## src/pkg/ksm_cfg.svh

```systemverilog
`ifndef KSM_CFG_SVH
`define KSM_CFG_SVH
// Function
// - The input register returns the live level of the eight sense lines, upper bits zero.
// - A falling edge on a sense line sets its flag, which stays until software clears it.
// - A line requests an interrupt only while its flag and its enable bit are both set.
// - All line requests are ORed onto the runtime interrupt and the wake interrupt.
// - Writing one to a flag bit clears it, writing zero leaves it unchanged.
// - Eight read-write enable bits gate whether each line's edges can interrupt.
// - With predrive on, released scan lines are driven high two 25 MHz pclk cycles, at least two 48 MHz cycles, then float.
// - Bit zero of the extended control register enables predrive, read-write, reset zero.
// - After the runtime interrupt drops with its requests cleared, it stays off until all lines are high or the scan select changes.
// - With the bus clock stopped, an enabled edge raises wake and a clock request until the clock runs.

// ---------------------------------------------------------------
// Register map
// ---------------------------------------------------------------
`define KSM_OFS_LEVELS 8'h08
`define KSM_OFS_FLAGS 8'h0C
`define KSM_OFS_ENABLES 8'h10
`define KSM_OFS_EXTCTL 8'h14
`define KSM_PREDRIVE_BIT 0
`define KSM_RESET_BYTE 8'h00

// ---------------------------------------------------------------
// Timing
// ---------------------------------------------------------------
`define KSM_CLK_MHZ 25
`define KSM_PLL_MHZ 48
`define KSM_PREDRIVE_PLL_CYCLES 2
`define KSM_PREDRIVE_CYCLES \
    ((`KSM_PREDRIVE_PLL_CYCLES * `KSM_CLK_MHZ + `KSM_PLL_MHZ - 1) / `KSM_PLL_MHZ)
`endif

```

## src/pkg/ksm_pkg.sv

```systemverilog
package ksm_pkg;
    typedef enum logic [1:0] {
        KSM_PD_IDLE = 2'b01,
        KSM_PD_DRIVE = 2'b10
    } ksm_pd_state_e;

    typedef logic [7:0] ksm_byte_t;
endpackage

```

## src/design/ksm_sense.sv

```systemverilog
`timescale 1ns/100ps
`include "ksm_cfg.svh"

module ksm_sense
    import ksm_pkg::*;
#(
    parameter int N_SENSE = 8,
    parameter int N_SCAN = 18
) (
    input wire logic pclk,
    input wire logic presetn,
    input wire logic psel,
    input wire logic penable,
    input wire logic pwrite,
    input wire logic [7:0] paddr,
    input wire logic [31:0] pwdata,
    input wire logic [3:0] pstrb,
    output logic [31:0] prdata,
    output logic pready,
    output logic pslverr,
    input wire logic [N_SENSE-1:0] key_sense_inputs,
    input wire logic bus_clk_stopped,
    input wire logic scan_select_change,
    input wire logic [N_SCAN-1:0] scan_level_req,
    output logic [N_SCAN-1:0] scan_drive_lines_o,
    output logic [N_SCAN-1:0] scan_drive_lines_oe,
    output logic matrix_runtime_irq,
    output logic matrix_wake_irq,
    output logic clock_request
);

    // ---------------------------------------------------------------
    // Parameter checks
    // ---------------------------------------------------------------
    if (N_SENSE < 1 || N_SENSE > 8) begin : g_bad_sense
        $error("N_SENSE must lie between 1 and 8.");
    end
    if (N_SCAN < 1 || N_SCAN > 32) begin : g_bad_scan
        $error("N_SCAN must lie between 1 and 32.");
    end

    localparam int PD_W = 8;
    localparam logic [PD_W-1:0] PD_LOAD = PD_W'(`KSM_PREDRIVE_CYCLES);
    localparam logic [PD_W-1:0] PD_ONE = PD_W'(1);

    function automatic logic [31:0] ksm_zext(input logic [N_SENSE-1:0] v);
        logic [31:0] r;
        r = '0;
        r[N_SENSE-1:0] = v;
        return r;
    endfunction

    function automatic logic ksm_hit(input logic [7:0] a, input logic [7:0] ofs);
        return a == ofs;
    endfunction

    // ---------------------------------------------------------------
    // Sense synchroniser and edge detect
    // ---------------------------------------------------------------
    logic [N_SENSE-1:0] sense_meta;
    logic [N_SENSE-1:0] sense_level;
    logic [N_SENSE-1:0] sense_prev;
    logic [N_SENSE-1:0] sense_fall;

    // The first stage is read only by the second; edges use stage two.
    always_ff @(posedge pclk or negedge presetn) begin
        if (!presetn) begin
            sense_meta <= '0;
            sense_level <= '0;
            sense_prev <= '0;
        end else begin
            sense_meta <= key_sense_inputs;
            sense_level <= sense_meta;
            sense_prev <= sense_level;
        end
    end

    // Resetting the chain low means lines idling high after reset give no false edge.
    assign sense_fall = sense_prev & ~sense_level;

    // ---------------------------------------------------------------
    // APB slave
    // ---------------------------------------------------------------
    logic setup_phase;
    logic access_wr;
    logic hit_levels;
    logic hit_flags;
    logic hit_enables;
    logic hit_extctl;
    logic hit_any;
    logic [31:0] next_prdata;
    logic next_pslverr;
    logic [N_SENSE-1:0] sense_fall_flags;
    logic [N_SENSE-1:0] sense_irq_mask;
    logic predrive_en;

    assign setup_phase = psel & ~penable;
    assign access_wr = psel & penable & pwrite & pready & ~pslverr;
    assign hit_levels = ksm_hit(paddr, `KSM_OFS_LEVELS);
    assign hit_flags = ksm_hit(paddr, `KSM_OFS_FLAGS);
    assign hit_enables = ksm_hit(paddr, `KSM_OFS_ENABLES);
    assign hit_extctl = ksm_hit(paddr, `KSM_OFS_EXTCTL);
    assign hit_any = hit_levels | hit_flags | hit_enables | hit_extctl;
    // Read data is captured in the setup cycle so that it comes from a flop
    // while the access phase still completes without wait states.
    // Writes to the level register and to unmapped offsets are dropped.
    assign pready = 1'b1;

    always_comb begin
        next_prdata = prdata;
        next_pslverr = pslverr;
        if (setup_phase) begin
            next_pslverr = ~hit_any;
            next_prdata = '0;
            if (!pwrite) begin
                if (hit_levels) begin
                    next_prdata = ksm_zext(sense_level);
                end
                if (hit_flags) begin
                    next_prdata = ksm_zext(sense_fall_flags);
                end
                if (hit_enables) begin
                    next_prdata = ksm_zext(sense_irq_mask);
                end
                if (hit_extctl) begin
                    next_prdata[`KSM_PREDRIVE_BIT] = predrive_en;
                end
            end
        end
    end

    always_ff @(posedge pclk or negedge presetn) begin
        if (!presetn) begin
            prdata <= '0;
            pslverr <= 1'b0;
        end else begin
            prdata <= next_prdata;
            pslverr <= next_pslverr;
        end
    end

    // ---------------------------------------------------------------
    // Flags, enables and control
    // ---------------------------------------------------------------
    logic [N_SENSE-1:0] next_flags;
    logic [N_SENSE-1:0] next_mask;
    logic next_predrive_en;
    logic [N_SENSE-1:0] clear_bits;

    // Enables and control take effect at the access edge of a write.
    always_comb begin
        clear_bits = '0;
        next_mask = sense_irq_mask;
        next_predrive_en = predrive_en;
        if (access_wr && pstrb[0]) begin
            if (hit_flags) begin
                clear_bits = pwdata[N_SENSE-1:0];
            end
            if (hit_enables) begin
                next_mask = pwdata[N_SENSE-1:0];
            end
            if (hit_extctl) begin
                next_predrive_en = pwdata[`KSM_PREDRIVE_BIT];
            end
        end
        // A fresh edge beats a clear in the same cycle.
        next_flags = (sense_fall_flags & ~clear_bits) | sense_fall;
    end

    always_ff @(posedge pclk or negedge presetn) begin
        if (!presetn) begin
            sense_fall_flags <= '0;
            sense_irq_mask <= '0;
            predrive_en <= 1'b0;
        end else begin
            sense_fall_flags <= next_flags;
            sense_irq_mask <= next_mask;
            predrive_en <= next_predrive_en;
        end
    end

    // ---------------------------------------------------------------
    // Interrupts
    // ---------------------------------------------------------------
    logic [N_SENSE-1:0] line_req;
    logic any_req;
    logic rearm;
    logic irq_blocked;
    logic irq_shown;
    logic wake_hold;
    logic next_irq_blocked;
    logic next_irq_shown;
    logic next_wake_hold;

    assign line_req = sense_fall_flags & sense_irq_mask;
    assign any_req = |line_req;
    assign rearm = (&sense_level) | scan_select_change;

    always_comb begin
        next_irq_blocked = irq_blocked;
        if (rearm) begin
            next_irq_blocked = 1'b0;
        end else if (irq_shown && !any_req) begin
            next_irq_blocked = 1'b1;
        end
        // The block is armed from the level shown last cycle, so it only
        // starts once the runtime interrupt has really been seen to drop.
        next_irq_shown = matrix_runtime_irq;
        next_wake_hold = wake_hold;
        if (!bus_clk_stopped) begin
            next_wake_hold = 1'b0;
        end else if (|(sense_fall & sense_irq_mask)) begin
            next_wake_hold = 1'b1;
        end
    end

    always_ff @(posedge pclk or negedge presetn) begin
        if (!presetn) begin
            irq_blocked <= 1'b0;
            irq_shown <= 1'b0;
            wake_hold <= 1'b0;
        end else begin
            irq_blocked <= next_irq_blocked;
            irq_shown <= next_irq_shown;
            wake_hold <= next_wake_hold;
        end
    end

    // Both interrupts are decoded from the same flops so that the runtime
    // interrupt can never stand while the wake interrupt is low; a clear
    // drops them together in the cycle of the write, unless wake_hold keeps the wake interrupt up.
    assign matrix_runtime_irq = any_req & ~irq_blocked & ~bus_clk_stopped;
    assign matrix_wake_irq = any_req | wake_hold;
    assign clock_request = wake_hold;

    // ---------------------------------------------------------------
    // Scan predrive
    // ---------------------------------------------------------------
    ksm_pd_state_e pd_state;
    ksm_pd_state_e next_pd_state;
    logic [PD_W-1:0] pd_count;
    logic [PD_W-1:0] next_pd_count;
    logic [N_SCAN-1:0] scan_level;
    logic [N_SCAN-1:0] pd_lines;
    logic [N_SCAN-1:0] next_pd_lines;
    logic [N_SCAN-1:0] released;

    // One shared counter serves all lines; a later release restarts it,
    // so an earlier line may be driven a little longer, never shorter.
    assign released = scan_level_req & ~scan_level;

    always_comb begin
        next_pd_state = pd_state;
        next_pd_count = pd_count;
        next_pd_lines = pd_lines;
        unique case (pd_state)
            KSM_PD_IDLE: begin
                next_pd_lines = '0;
                if (predrive_en && |released) begin
                    next_pd_state = KSM_PD_DRIVE;
                    next_pd_count = PD_LOAD;
                    next_pd_lines = released;
                end
            end
            KSM_PD_DRIVE: begin
                if (!predrive_en) begin
                    next_pd_state = KSM_PD_IDLE;
                    next_pd_lines = '0;
                end else if (|released) begin
                    next_pd_count = PD_LOAD;
                    next_pd_lines = (pd_lines | released) & scan_level_req;
                end else if (pd_count == PD_ONE) begin
                    next_pd_state = KSM_PD_IDLE;
                    next_pd_lines = '0;
                end else begin
                    next_pd_count = pd_count - PD_ONE;
                    next_pd_lines = pd_lines & scan_level_req;
                end
            end
        endcase
    end

    always_ff @(posedge pclk or negedge presetn) begin
        if (!presetn) begin
            pd_state <= KSM_PD_IDLE;
            pd_count <= '0;
            pd_lines <= '0;
            scan_level <= '1;
            scan_drive_lines_o <= '0;
            scan_drive_lines_oe <= '0;
        end else begin
            pd_state <= next_pd_state;
            pd_count <= next_pd_count;
            pd_lines <= next_pd_lines;
            scan_level <= scan_level_req;
            // Low lines sink; predriven lines source high; the rest float.
            scan_drive_lines_o <= next_pd_lines;
            scan_drive_lines_oe <= ~scan_level_req | next_pd_lines;
        end
    end

endmodule

```

## config.mk

```make
export PLATFORM = sky130hd
export DESIGN_NAME = ksm_sense
export DESIGN_NICKNAME = d
export VERILOG_FILES = /design/src/pkg/ksm_pkg.sv /design/src/design/ksm_sense.sv
export VERILOG_INCLUDE_DIRS = /design/src /design/src/pkg
export SDC_FILE = /design/constraint.sdc
export NUM_CORES = 1
export LEC_CHECK = 0
export ABC_AREA = 0
export BUFFER_PORTS_ARGS = -buffer_cell sky130_fd_sc_hd__buf_2
export CAP_MARGIN = 20
export CORE_MARGIN = 10
export CORE_UTILIZATION = 48
export CTS_CLUSTER_SIZE = 28
export DETAILED_ROUTE_END_ITERATION = 10
export PLACE_DENSITY = 0.74
export SYNTH_ARGS = -nofsm -noshare
export SYNTH_HDL_FRONTEND = slang
export SYNTH_SLANG_ARGS = --single-unit
```

## constraint.sdc

```tcl
create_clock -name pclk -period 3.3 [get_ports pclk]
set_clock_uncertainty 0.15 [all_clocks]
set_input_delay 0.165 -clock pclk [delete_from_list [all_inputs] [get_ports pclk]]
set_output_delay 0.165 -clock pclk [all_outputs]
set_load 0.05 [all_outputs]
```

Word level (Yosys, flattened, before mapping)
Cells that the tools add are included.
{ "word_totals": {"elab_cells": 99, "inputBits": 77, "out_inout_bits": 73, "regBits": 141} }
{ "classes": {"muxes": 26, "reduce_logical": 13, "addsub": 1, "eq_ne": 13, "bitwise": 30} }
{ "ops": {"columns": ["operator", "n"], "rows": [
  ["$mux W32", 3],
  ["$mux W18", 4],
  ["$mux W8", 7],
  ["$and A18 B18 Y18", 3],
  ["$not A18 Y18", 2],
  ["$or A18 B18 Y18", 2],
  ["$pmux W18 S2", 1],
  ["$and A8 B8 Y8", 4],
  ["$reduce_or A18 Y1", 1],
  ["$eq A8 B4 Y1 const B", 2],
  ["$eq A8 B5 Y1 const B", 2],
  ["$not A8 Y8", 2],
  ["$pmux W8 S2", 1],
  ["$reduce_or A8 Y1", 2],
  ["$ne A3 B3 Y1 const B", 3],
  ["$eq A8 B1 Y1 const B", 1],
  ["$mux W2", 4],
  ["$or A8 B8 Y8", 1],
  ["$reduce_and A8 Y1", 1],
  ["$sub A8 B1 Y8 const B", 1],
  ["$and A1 B1 Y1", 6],
  ["$reduce_and A3 Y1", 2],
  ["$mux W1", 5],
  ["$not A1 Y1", 5],
  ["10 further kinds", 18]
]} }

Longest topological paths before layout
Gate-level depths: netlist (run 1).
{ "logic_depth": {"depth_word": 8, "mapped_depth": 8, "mapped_depth_nobuf": 7} }

Worst setup path before layout (run 1)
Ideal clock, no wire load.
{ "synth_path": {"kind": "reg2reg", "startpoint": "register scan_level[10]", "endpoint": "register scan_drive_lines_oe[13]", "path_slack_ps": 991, "n_path_buf": 2, "setup_ps": 135, "synth_period_minus_slack_ps": 2309, "t_required_ps": 3015, "arrival_time_ps": 2024, "stages_incl_launch_ff": 9, "path_cell_list": "dfstp_2 -> nand2b_1 -> nand2_1 -> a2111o_1 -> or4_1 -> buf_6 -> buf_6 -> nand3_1 -> o211ai_1"} }
{ "synth_via": {"elab_chain_len": 7, "word_cells_on_any_way": 9, "classes_between": "4 x mux; 3 x bitwise; 2 x reduce/logical"} }
{ "synth_rtl": {"columns": ["item", "line", "rtl"], "rows": [
  ["from (decl)", "ksm_sense.sv:243", "logic [N_SCAN-1:0] scan_level;"],
  ["from (signal assigned)", "ksm_sense.sv:295", "scan_level <= scan_level_req;"],
  ["$not A18 Y18 *", "ksm_sense.sv:250", "assign released = scan_level_req & ~scan_level;"],
  ["$and A18 B18 Y18 *", "ksm_sense.sv:250", null],
  ["$reduce_or A18 Y1 *", "ksm_sense.sv:259, ksm_sense.sv:269", null],
  ["$mux W18 or $logic_and A1 B1 Y1 (tied branches)", "ksm_sense.sv:269, ksm_sense.sv:259", null],
  ["$mux W18 (on tied branches)", "ksm_sense.sv:266, ksm_sense.sv:259", null],
  ["$pmux W18 S2 *", "ksm_sense.sv:256", "unique case (pd_state)"],
  ["$or A18 B18 Y18 *", "ksm_sense.sv:298", "scan_drive_lines_oe <= ~scan_level_req | next_pd_lines;"],
  ["to (signal assigned)", "ksm_sense.sv:298", null],
  ["to (decl)", "ksm_sense.sv:26", "output logic [N_SCAN-1:0] scan_drive_lines_oe,"]
]} }
Mark *: on every way between the ends. The rest lies on a longest branch, timed or not.
A chain may end at the register's enable or synchronous reset.

Final worst setup path (run 1)
{ "layout_path": {"startpoint": "register scan_level[10]", "endpoint": "register pd_lines[8]"} }
{ "layout_via": {"elab_chain_len": 6, "word_cells_on_any_way": 8, "classes_between": "4 x mux; 2 x bitwise; 2 x reduce/logical"} }
{ "layout_rtl": {"columns": ["item", "line", "rtl"], "rows": [
  ["$not A18 Y18 *", "ksm_sense.sv:250", null],
  ["$and A18 B18 Y18 *", "ksm_sense.sv:250", null],
  ["$reduce_or A18 Y1 *", "ksm_sense.sv:259, ksm_sense.sv:269", null],
  ["$mux W18 or $logic_and A1 B1 Y1 (tied branches)", "ksm_sense.sv:269, ksm_sense.sv:259", null],
  ["$mux W18 (on tied branches)", "ksm_sense.sv:266, ksm_sense.sv:259", null],
  ["$pmux W18 S2 *", "ksm_sense.sv:256", null],
  ["net next_pd_lines[8]", "ksm_sense.sv:245", "logic [N_SCAN-1:0] next_pd_lines;"],
  ["to (signal assigned)", "ksm_sense.sv:294", "pd_lines <= next_pd_lines;"],
  ["to (decl)", "ksm_sense.sv:244", "logic [N_SCAN-1:0] pd_lines;"]
]} }
The timed path passes the listed nets; every way through them passes the cells marked *.

==> results of run 1 <==
[worst max-delay path, stage by stage, from the launching register on]
cell and delay, ns:
dfstp_2 0.53, nand2b_1 0.13, nand2_1 0.09, a2111o_1 0.45, or4_1 0.62, buf_4 0.25
nand2_4 0.20, o21ai_0 0.13
[cells in the final DEF, fill, tap and decap left out, types with 3 or more instances in the layout]
cell	instances
dfrtp_1	98
buf_2	96
nand2_1	51
dlygate4sd3_1	42
nor2_1	27
conb_1	25
a21oi_1	19
nand3_1	19
dfstp_2	19
nor2b_1	18
nand2b_1	16
clkbuf_16	16
o211ai_1	15
o22ai_1	12
mux2_2	9
inv_1	8
o21ai_0	8
a21o_1	8
o31ai_1	7
nand4_1	6
nor3_1	6
xnor2_1	6
buf_4	6
a22oi_1	5
clkbuf_8	4
bufinv_16	4
clkbuf_1	4
nor4_1	3
and2_1	3
[worst min path at each step]
stage / startpoint / end / slack [ns]
floorplan: presetn / clock_request / -0.28
global placement: presetn / prdata[0] / -0.06
detailed placement: presetn / pslverr / -0.05
CTS: paddr[6] / prdata[0] / 0.009
global route: presetn / scan_level[8] / 0.04
finish: paddr[5] / prdata[0] / 0.04
[cell families after synthesis]
group           share of synthesized area [%]
fa+ha+maj                              0.5213
flops                                   61.50
simple gates                            16.22
mux                                     2.529
other cells                            0.1565
xor+xnor                                1.095
compound gates                          11.76
buf+inv                                 6.231
[area by class of cell]
| type | count | area (sq um) |
|---|---|---|
| clock buffer | 24 | 470.5 |
| inverter | 8 | 30.03 |
| multi-input combinational | 286 | 1649 |
| sequential | 117 | 2952 |
| clock inverter | 8 | 146.4 |
| fill | 726 | 3367 |
| timing repair buffer | 146 | 993.5 |
| tap | 133 | 166.4 |
[registers in the layout, indices dropped and copies added, names as in the netlist]
register,count
sense_level,8
sense_prev,8
irq_shown,1
pd_count,8
scan_drive_lines_oe,18
pd_lines,18
sense_irq_mask,8
sense_meta,8
sense_fall_flags,8
prdata,8
scan_level,18
irq_blocked,1
clock_request,1
predrive_en,1
pd_state,2
pslverr,1
[report_power, final]
group          total [W]  internal, W  switching (W)  leakage [nW]
Sequential       0.00161      0.00154      0.0000652          1.42
Combinational   0.000568     0.000207       0.000361          1.21
Clock            0.00190      0.00129       0.000614         0.299
[through the flow]
stage	util, %	hold WS, ns	std cells	setup slack, ns	instance area [sq um]
after floorplan	-	-0.2806	452	0.9908	4886
after global placement	54.66	-0.05636	647	0.6492	5343
after detailed placement	54.66	-0.04635	647	0.6414	5343
after CTS	65.27	0.008897	721	0.6252	6380
after global routing	65.55	0.03605	722	0.4859	6407
final	65.55	0.03504	722	0.6135	6407
[timing repair]
action,in CTS,in global routing
endpoints found under the hold margin,192,0
setup buffers,0,0
hold buffers,42,0
[metal layers]
metal	wire [um]	vias up	track usage (%)	part of all wire [%]
met2	6150	145	28.75	50
li1	-	1745	-	-
met5	0	-	0	0
met4	114	0	5.581	0.94
met1	4901	1807	19.09	40
met3	1014	13	7.032	8.3
[Yosys cell counts, drive strengths merged (2+ instances only)]
| master | instances |
|---|---|
| o22ai | 12 |
| and2 | 3 |
| dfstp | 19 |
| buf | 31 |
| inv | 8 |
| mux2i | 2 |
| nand4 | 6 |
| nor2b | 18 |
| nand2b | 16 |
| a32oi | 2 |
| nor3 | 6 |
| nor2 | 27 |
| or3 | 2 |
| conb | 2 |
| nand3 | 19 |
| mux2 | 9 |
| a22oi | 5 |
| o21ai | 9 |
| o31ai | 8 |
| a21oi | 19 |
| nor4 | 4 |
| clkbuf | 10 |
| xnor2 | 6 |
| o211ai | 15 |
| and4b | 2 |
| dfrtp | 98 |
| ha | 2 |
| nand2 | 52 |
| a21o | 8 |
==> impl_metrics.ini, run 1 <==
[placement]
dp_hpwl_um = 8065
portBuffers = 97
place_congestion = 0.8226

[synth]
synth_top_area_cell = dfrtp_1
synth.top_cell.area_share_pct = 51.09
synth_seq_cells = 117
synthCells = 429
synth_edf_count = 0
synth-main-ff-cell = dfrtp_1
yosys-top-cells-area = dfrtp_1 51%, dfstp_2 10%, buf_4 4.1%
syn_area_sq_mm = 0.004800
synthDistinctLibCells = 44
syn-mean-instance-area_sq_um = 11.19
async_reset_ff_share_pct = 100.0
synth_warnings = 0
ys_seq_area_share_pct = 61.50

[clocking]
h-tree-depth = 4
cts_root_buf = clkbuf_8
cts_buffers = 17
cts_tree = built
cts_buffer_depth = 2
clock-sinks = 117
clk_latency_ns = 0.51
cts-resized-gates = 0
clk_pin_slew_ns = 0.06

[global_routing]
grt_util_all_layers_pct = 17.00
grt_max_degree = 92
grt_pass1_wl_um = 19940
grt_pass1_vias = 3961
antenna_found_initial = 0
globalRouteOverflowTotal = 0

[drt]
num_vias = 3710
first_iter_violations = 304
drt-wirelength-per-cell_um = 16.87
ant_nets = 0
drt-pass1-iter-count = 5
wirelength_um = 12180
via_per_inst = 5.139
drcViolationCount = 0

[power]
power.density_mw_per_mm2 = 635.5
power_w = 0.004072
p_leak_nw = 2.923
peakVddDrop_mv = 0.3792

[floorplanning]
dieArea_sq_mm = 0.01440
core-area_sq_mm = 0.009774
rows = 36
start_util_pct = 49.10
io-pin-count = 150
die_h_um = 120.0
die_w_um = 120.0

[layout]
final_layout_size_suffix_gt1_share_pct = 27.67
fin_nets = 655
diodes = 0
syn_to_final_growth_pct = 33.50

[timing]
max_slew_margin_pct = 57.95
fin_crit_sh_pct = 81.41
finalHoldViolations = 0
rsz0062_at_grt = false
fin_crit_ns = 2.687
setup_viol = 0
tns_ns = 0
drv_slew = 0
worst_pin_slew_ns = 0.6308
fmaxAchievable_ghz = 0.3722

[worst_setup_path]
cp-end-kind = flip-flop
reg2reg_slack_ns = 0.61
crit_required_ns = 3.52
cp-startpoint = scan_level[10]
worstPathArrival_ns = 2.91
r2r_cells = 7
path_max_fanout = 16
crit_path_end = pd_lines[8]
criticalPathCategory = flip-flop to flip-flop
worstSetupStartpointType = flip-flop
rr_startpoint = scan_level[10]
r2r_end = pd_lines[8]

[min_path]
hold_path.class = input port to flip-flop
whs_path_depth = 6

[run_status]
status = completed

[job]
maxCapViolations = 0
No activity file was read; power rests on OpenSTA's default activity.
==> run 2: changes to the inputs <==
--- a/config.mk
+++ b/config.mk
@@ -10,7 +10,7 @@
 export BUFFER_PORTS_ARGS = -buffer_cell sky130_fd_sc_hd__buf_2
 export CAP_MARGIN = 20
 export CORE_MARGIN = 10
-export CORE_UTILIZATION = 48
+export CORE_UTILIZATION = 46
 export CTS_CLUSTER_SIZE = 28
 export DETAILED_ROUTE_END_ITERATION = 10
 export PLACE_DENSITY = 0.74
==> constraint.sdc (replaced) <==
create_clock -name pclk -period 2.2 [get_ports pclk]
set_clock_uncertainty 0.15 [all_clocks]
set_input_delay 0.11 -clock pclk [delete_from_list [all_inputs] [get_ports pclk]]
set_output_delay 0.11 -clock pclk [all_outputs]
set_load 0.05 [all_outputs]
==> run 2 against run 1 <==
Net effect: the run now ends with setup timing left; worst setup slack got worse by 0.76 ns; first-iteration DRC count decreased by 17%; total power increased by 48%; sequential share of layout area decreased by 2.3 points; maximum frequency increased by 14%; wire length increased by 12%.
==> impl_metrics.ini, run 2 (synthesized netlist as in run 1, its figures left out) <==
[clocking]
h-tree-depth = 4
clk_latency_ns = 0.51
cts_root_buf = clkbuf_8
clock-sinks = 117
cts_buffer_depth = 2
cts_buffers = 17
cts_tree = built
clk_pin_slew_ns = 0.06

[worst_setup_path]
crit_chain = nor2b_1 > a21oi_1 > nand4_1 > or4_4 > buf_8 > a32oi_2 > nand2_1
rr_startpoint = scan_level[2]
max_stage_delay_ns = 0.58
crit_buf_inv = 1
criticalPathCategory = flip-flop to flip-flop
cp-end-kind = flip-flop
crit_required_ns = 2.44
path_max_fanout = 5
slowest_stage = or4_4
cp-startpoint = scan_level[2]
worstPathArrival_ns = 2.59
worstSetupStartpointType = flip-flop
cp_top_family = simple AND/OR/NAND/NOR gates

[drt]
drt-wirelength-per-cell_um = 18.10
drcViolationCount = 0
wirelength_um = 13630
num_vias = 3948
first_iter_violations = 252
ant_nets = 0
drt-pass1-iter-count = 7
via_per_inst = 5.243

[floorplanning]
rows = 37
die_w_um = 122.1
core-area_sq_mm = 0.01023
io-pin-count = 150
die_h_um = 122.1
dieArea_sq_mm = 0.01492
start_util_pct = 46.91

[layout]
fin_cells = 753
final_cell_mix = 98 x dfrtp_1, 96 x buf_2, 50 x nand2_1
top_regs = pd_lines: 18 flops, scan_drive_lines_oe: 18 flops, scan_level: 18 flops
fin_nets = 682
syn_to_final_growth_pct = 40.51
final_layout_size_suffix_gt1_share_pct = 33.77
final_common_cell = dfrtp_1

[power]
peakVddDrop_mv = 0.6025
p_leak_nw = 3.070
p_int_w = 0.004342
power_w = 0.006021
p_switching_w = 0.001679
pwr-share-seq_pct = 40.0
power_frac_comb_pct = 19.6
switching_share_pct = 27.88
clkPwrFrac_pct = 40.3
power.density_mw_per_mm2 = 892.8

[placement]
dp_hpwl_um = 8333
place_congestion = 0.8166
place_ws_ns = -0.1265
placedCellCount = 667
portBuffers = 97

[timing]
rsz0062_at_grt = true
fin_crit_ns = 2.350
finalHoldViolations = 0
tns_ns = -4.052
holdWs_ns = 0.05961
fin_crit_sh_pct = 106.8
finalWorstSetupSlack_ns = -0.1498
drv_slew = 0
setup_viol = 44
fmaxAchievable_ghz = 0.4256

[global_routing]
antenna_found_initial = 1
grt_max_degree = 59
grt_util_all_layers_pct = 17.72
grt_pass1_wl_um = 21050
globalRouteOverflowTotal = 0
grt_pass1_vias = 4136

[job]
maxCapViolations = 0

[run_status]
status = complete, but fails checks
violations = setup timing

[min_path]
hold_path.class = input port to flip-flop
hold_path_startpoint = penable
-- run 2: area by class of cell --
class                   count  area [sq um]
fillers                   727          3487
repair buffers            172          1239
well taps                 136         170.2
multi-input cells         287          1828
inverters                   8         30.03
diodes                      1         2.502
clock inverters             6         55.05
clock buffers              26         467.9
flip-flops and latches    117          2952
-- run 2: worst paths after layout --
kind | endpoint | slack (ns) | cells after the start
hold / removal | prdata[1] | 0.06 | 4
min in group asynchronous | scan_level[2] | 0.09 | 2
hold reg to reg | sense_level[7] | 0.19 | 0
setup / recovery | scan_drive_lines_oe[17] | -0.15 | 7
max in group asynchronous | scan_level[9] | 1.42 | 3
setup reg to reg | scan_drive_lines_oe[17] | -0.15 | 7
-- run 2: what timing repair did --
action / CTS / global route
endpoints found under the hold margin: 198 / 0
setup buffers: 1 / 1
setup endpoints to repair: 40 / 46
hold buffers: 47 / 0
cloned: 1 / 3
pin swaps: 2 / 13
gates resized for setup: 12 / 33
-- run 2: per-stage QoR --
step	cell area [sq um]	utilization, %
finish	6744	65.92
global placement	5474	53.50
detailed placement	5474	53.50
floorplan	4886	-
CTS	6546	63.98
global route	6744	65.92
-- run 2: worst reg2reg max path: stages, from the launching register on --
cell and delay (ns):
dfstp_2 0.54, nor2b_1 0.07, a21oi_1 0.24, nand4_1 0.21
or4_4 0.58, buf_8 0.17, a32oi_2 0.19, nand2_1 0.08
-- run 2: power by group through the flow --
stage	logic [W]	registers, W	clock network [W]
final	0.00118	0.00241	0.00243
after global routing	0.00128	0.00242	0.00257
after CTS	0.00102	0.00240	0.00246
after detailed placement	0.000889	0.00243	0
after global placement	0.000865	0.00242	0
after floorplan	0.000530	0.00249	0
-- run 2: metal layers --
| metal | GRT usage, % | up-vias | share of wire (%) |
|---|---|---|---|
| met5 | 0 | - | 0 |
| met4 | 5.965 | 0 | 2.0 |
| met3 | 6.892 | 33 | 8.2 |
| met2 | 29.68 | 196 | 51 |
| met1 | 20.37 | 1923 | 39 |
| li1 | - | 1796 | - |
==> run 3: changes to the inputs <==
--- a/config.mk
+++ b/config.mk
@@ -9,11 +9,13 @@
 export ABC_AREA = 0
 export BUFFER_PORTS_ARGS = -buffer_cell sky130_fd_sc_hd__buf_2
 export CAP_MARGIN = 20
+export CELL_PAD_IN_SITES_DETAIL_PLACEMENT = 2
+export CELL_PAD_IN_SITES_GLOBAL_PLACEMENT = 2
 export CORE_MARGIN = 10
-export CORE_UTILIZATION = 46
+export CORE_UTILIZATION = 28
 export CTS_CLUSTER_SIZE = 28
 export DETAILED_ROUTE_END_ITERATION = 10
-export PLACE_DENSITY = 0.74
+export PLACE_DENSITY = 0.72
 export SYNTH_ARGS = -nofsm -noshare
 export SYNTH_HDL_FRONTEND = slang
 export SYNTH_SLANG_ARGS = --single-unit
==> run 3 against run 2 <==
Net effect: the flow still finishes with violations (setup timing); utilization is 25 points lower; cell count grew 11%; global-route usage shrank 2.9 points; clock power increased by 15%; sequential share of layout area is 0.23 points lower; wire length rose by 20%; critical endpoint unchanged; largest power group unchanged.
==> impl_metrics.ini, run 3 (synthesized netlist as in run 1, its figures left out) <==
[power]
switching_share_pct = 27.12
p_switching_w = 0.001709
p_int_w = 0.004594
power.density_mw_per_mm2 = 929.6
clkPwrFrac_pct = 44.5
power_frac_comb_pct = 17.6
p_leak_nw = 3.065
peakVddDrop_mv = 0.5619
pwr-share-seq_pct = 37.9

[global_routing]
grt_util_all_layers_pct = 14.84
gr-usage-met2_pct = 25.97
grt_max_degree = 43
met1_usage_pct = 16.42
use_met3_pct = 5.072
globalRouteOverflowTotal = 0
grt_pass1_wl_um = 26090
grt.busiest_layer = met2
antenna_found_initial = 0
grt_pass1_vias = 4603

[layout]
final_layout_size_suffix_gt1_share_pct = 32.95
final_common_cell = dfrtp_1
stdcell_area_sq_mm = 0.006780
top_regs = pd_lines: 18 flops, scan_drive_lines_oe: 18 flops, scan_level: 18 flops
diodes = 0
fin_nets = 679
final_cell_mix = 98 x dfrtp_1, 96 x buf_2, 51 x nand2_1
syn_to_final_growth_pct = 41.27
fin_util_pct = 40.60

[clocking]
cts_root_buf = clkbuf_16
cts_buffer_depth = 2
cts_buffers = 17
clk_latency_ns = 0.42
clk_pin_slew_ns = 0.05
clock-sinks = 117
cts_tree = built
h-tree-depth = 4

[timing]
max_slew_margin_pct = 55.77
tns_ns = -6.226
worst_pin_slew_ns = 0.6635
finalHoldViolations = 0
drv_slew = 0
fin_crit_ns = 2.413
finalWorstSetupSlack_ns = -0.2127
rsz0062_at_grt = true
fmaxAchievable_ghz = 0.4145
setup_viol = 44
fin_crit_sh_pct = 109.7

[worst_setup_path]
rr_startpoint = scan_level[0]
cp-startpoint = scan_level[0]
criticalPathCategory = flip-flop to flip-flop
reg2reg_slack_ns = -0.21
worstSetupStartpointType = flip-flop
r2r_cells = 7
worstPathArrival_ns = 2.55
crit_path_end = scan_drive_lines_oe[17]
path_max_fanout = 5
r2r_end = scan_drive_lines_oe[17]
crit_required_ns = 2.34
cp-end-kind = flip-flop

[drt]
via_per_inst = 4.717
first_iter_violations = 146
drt-wirelength-per-cell_um = 19.64
drt-pass1-iter-count = 6
drcViolationCount = 0
num_vias = 3929
wirelength_um = 16360
ant_nets = 0

[floorplanning]
start_util_pct = 28.74
io-pin-count = 150
dieArea_sq_mm = 0.02278
die_h_um = 150.9
core-area_sq_mm = 0.01670
die_w_um = 150.9
rows = 47

[job]
maxCapViolations = 0

[run_status]
violations = setup timing
status = complete, but fails checks

[placement]
dp_hpwl_um = 11440
place_area_sq_mm = 0.005607
portBuffers = 97
place_congestion = 0.7869

[min_path]
hold_path.class = input port to flip-flop
run 3: worst min-delay path by stage:
stage          startpoint  slack [ns]  depth (start not counted)       endpoint
3_5_place_dp      presetn        0.01                          1        pslverr
4_1_cts          paddr[4]        0.02                          4        pslverr
3_3_place_gp      presetn      0.0008                          1      prdata[0]
6_report         paddr[4]        0.02                          4        pslverr
2_1_floorplan     presetn       -0.34                          0  clock_request
5_1_grt          paddr[2]        0.03                          3    predrive_en
run 3: timing repair:
item,4_1_cts,5_1_grt
endpoints found under the setup margin,46,46
gates resized for setup,20,5
buffers inserted,3,1
hold endpoints to repair,148,0
hold buffers,43,0
pin swaps,9,3
cloned,1,0
run 3: worst max-delay path, cell delays in order, from the launching register on:
cell and delay, ns:
dfstp_2 0.54, nand2b_4 0.13, nand4_1 0.20, a2111o_1 0.37
or4_4 0.46, buf_8 0.16, a32oi_2 0.19, nand2_1 0.10
run 3: per-stage QoR:
stage | hold slack, ns | worst slack (ns) | total power [W] | std cells
detailed placement | 0.01354 | -0.2414 | 0.003418 | 753
floorplan | -0.3356 | 0.01149 | 0.003020 | 452
global route | 0.03310 | -0.2706 | 0.006614 | 833
global placement | 0.0008327 | -0.1513 | 0.003356 | 753
CTS | 0.01509 | -0.2205 | 0.006366 | 832
finish | 0.01680 | -0.2127 | 0.006303 | 833
run 3: layout make-up:
type / instances / area [sq um]
Clock buffer: 24 / 511.7
Timing Repair Buffer: 170 / 1191
Multi-Input combinational cell: 286 / 1725
Fill cell: 1760 / 9921
Sequential cell: 117 / 2952
Inverter: 8 / 30.03
Tap cell: 220 / 275.3
Clock inverter: 8 / 95.09
run 3: power groups by stage:
stage	Combinational (W)	Clock, W	Sequential [W]
final	0.00111	0.00280	0.00239
after global routing	0.00122	0.00298	0.00241
after CTS	0.00110	0.00288	0.00239
after detailed placement	0.000995	0	0.00242
after global placement	0.000945	0	0.00241
after floorplan	0.000530	0	0.00249
run 3: metal layers:
metal	routed length, um	part of all wire (%)	vias to the layer above
met5	0	0	-
met4	274	1.7	0
met3	947	5.8	24
met2	8647	53	105
met1	6487	40	2005
li1	-	-	1795
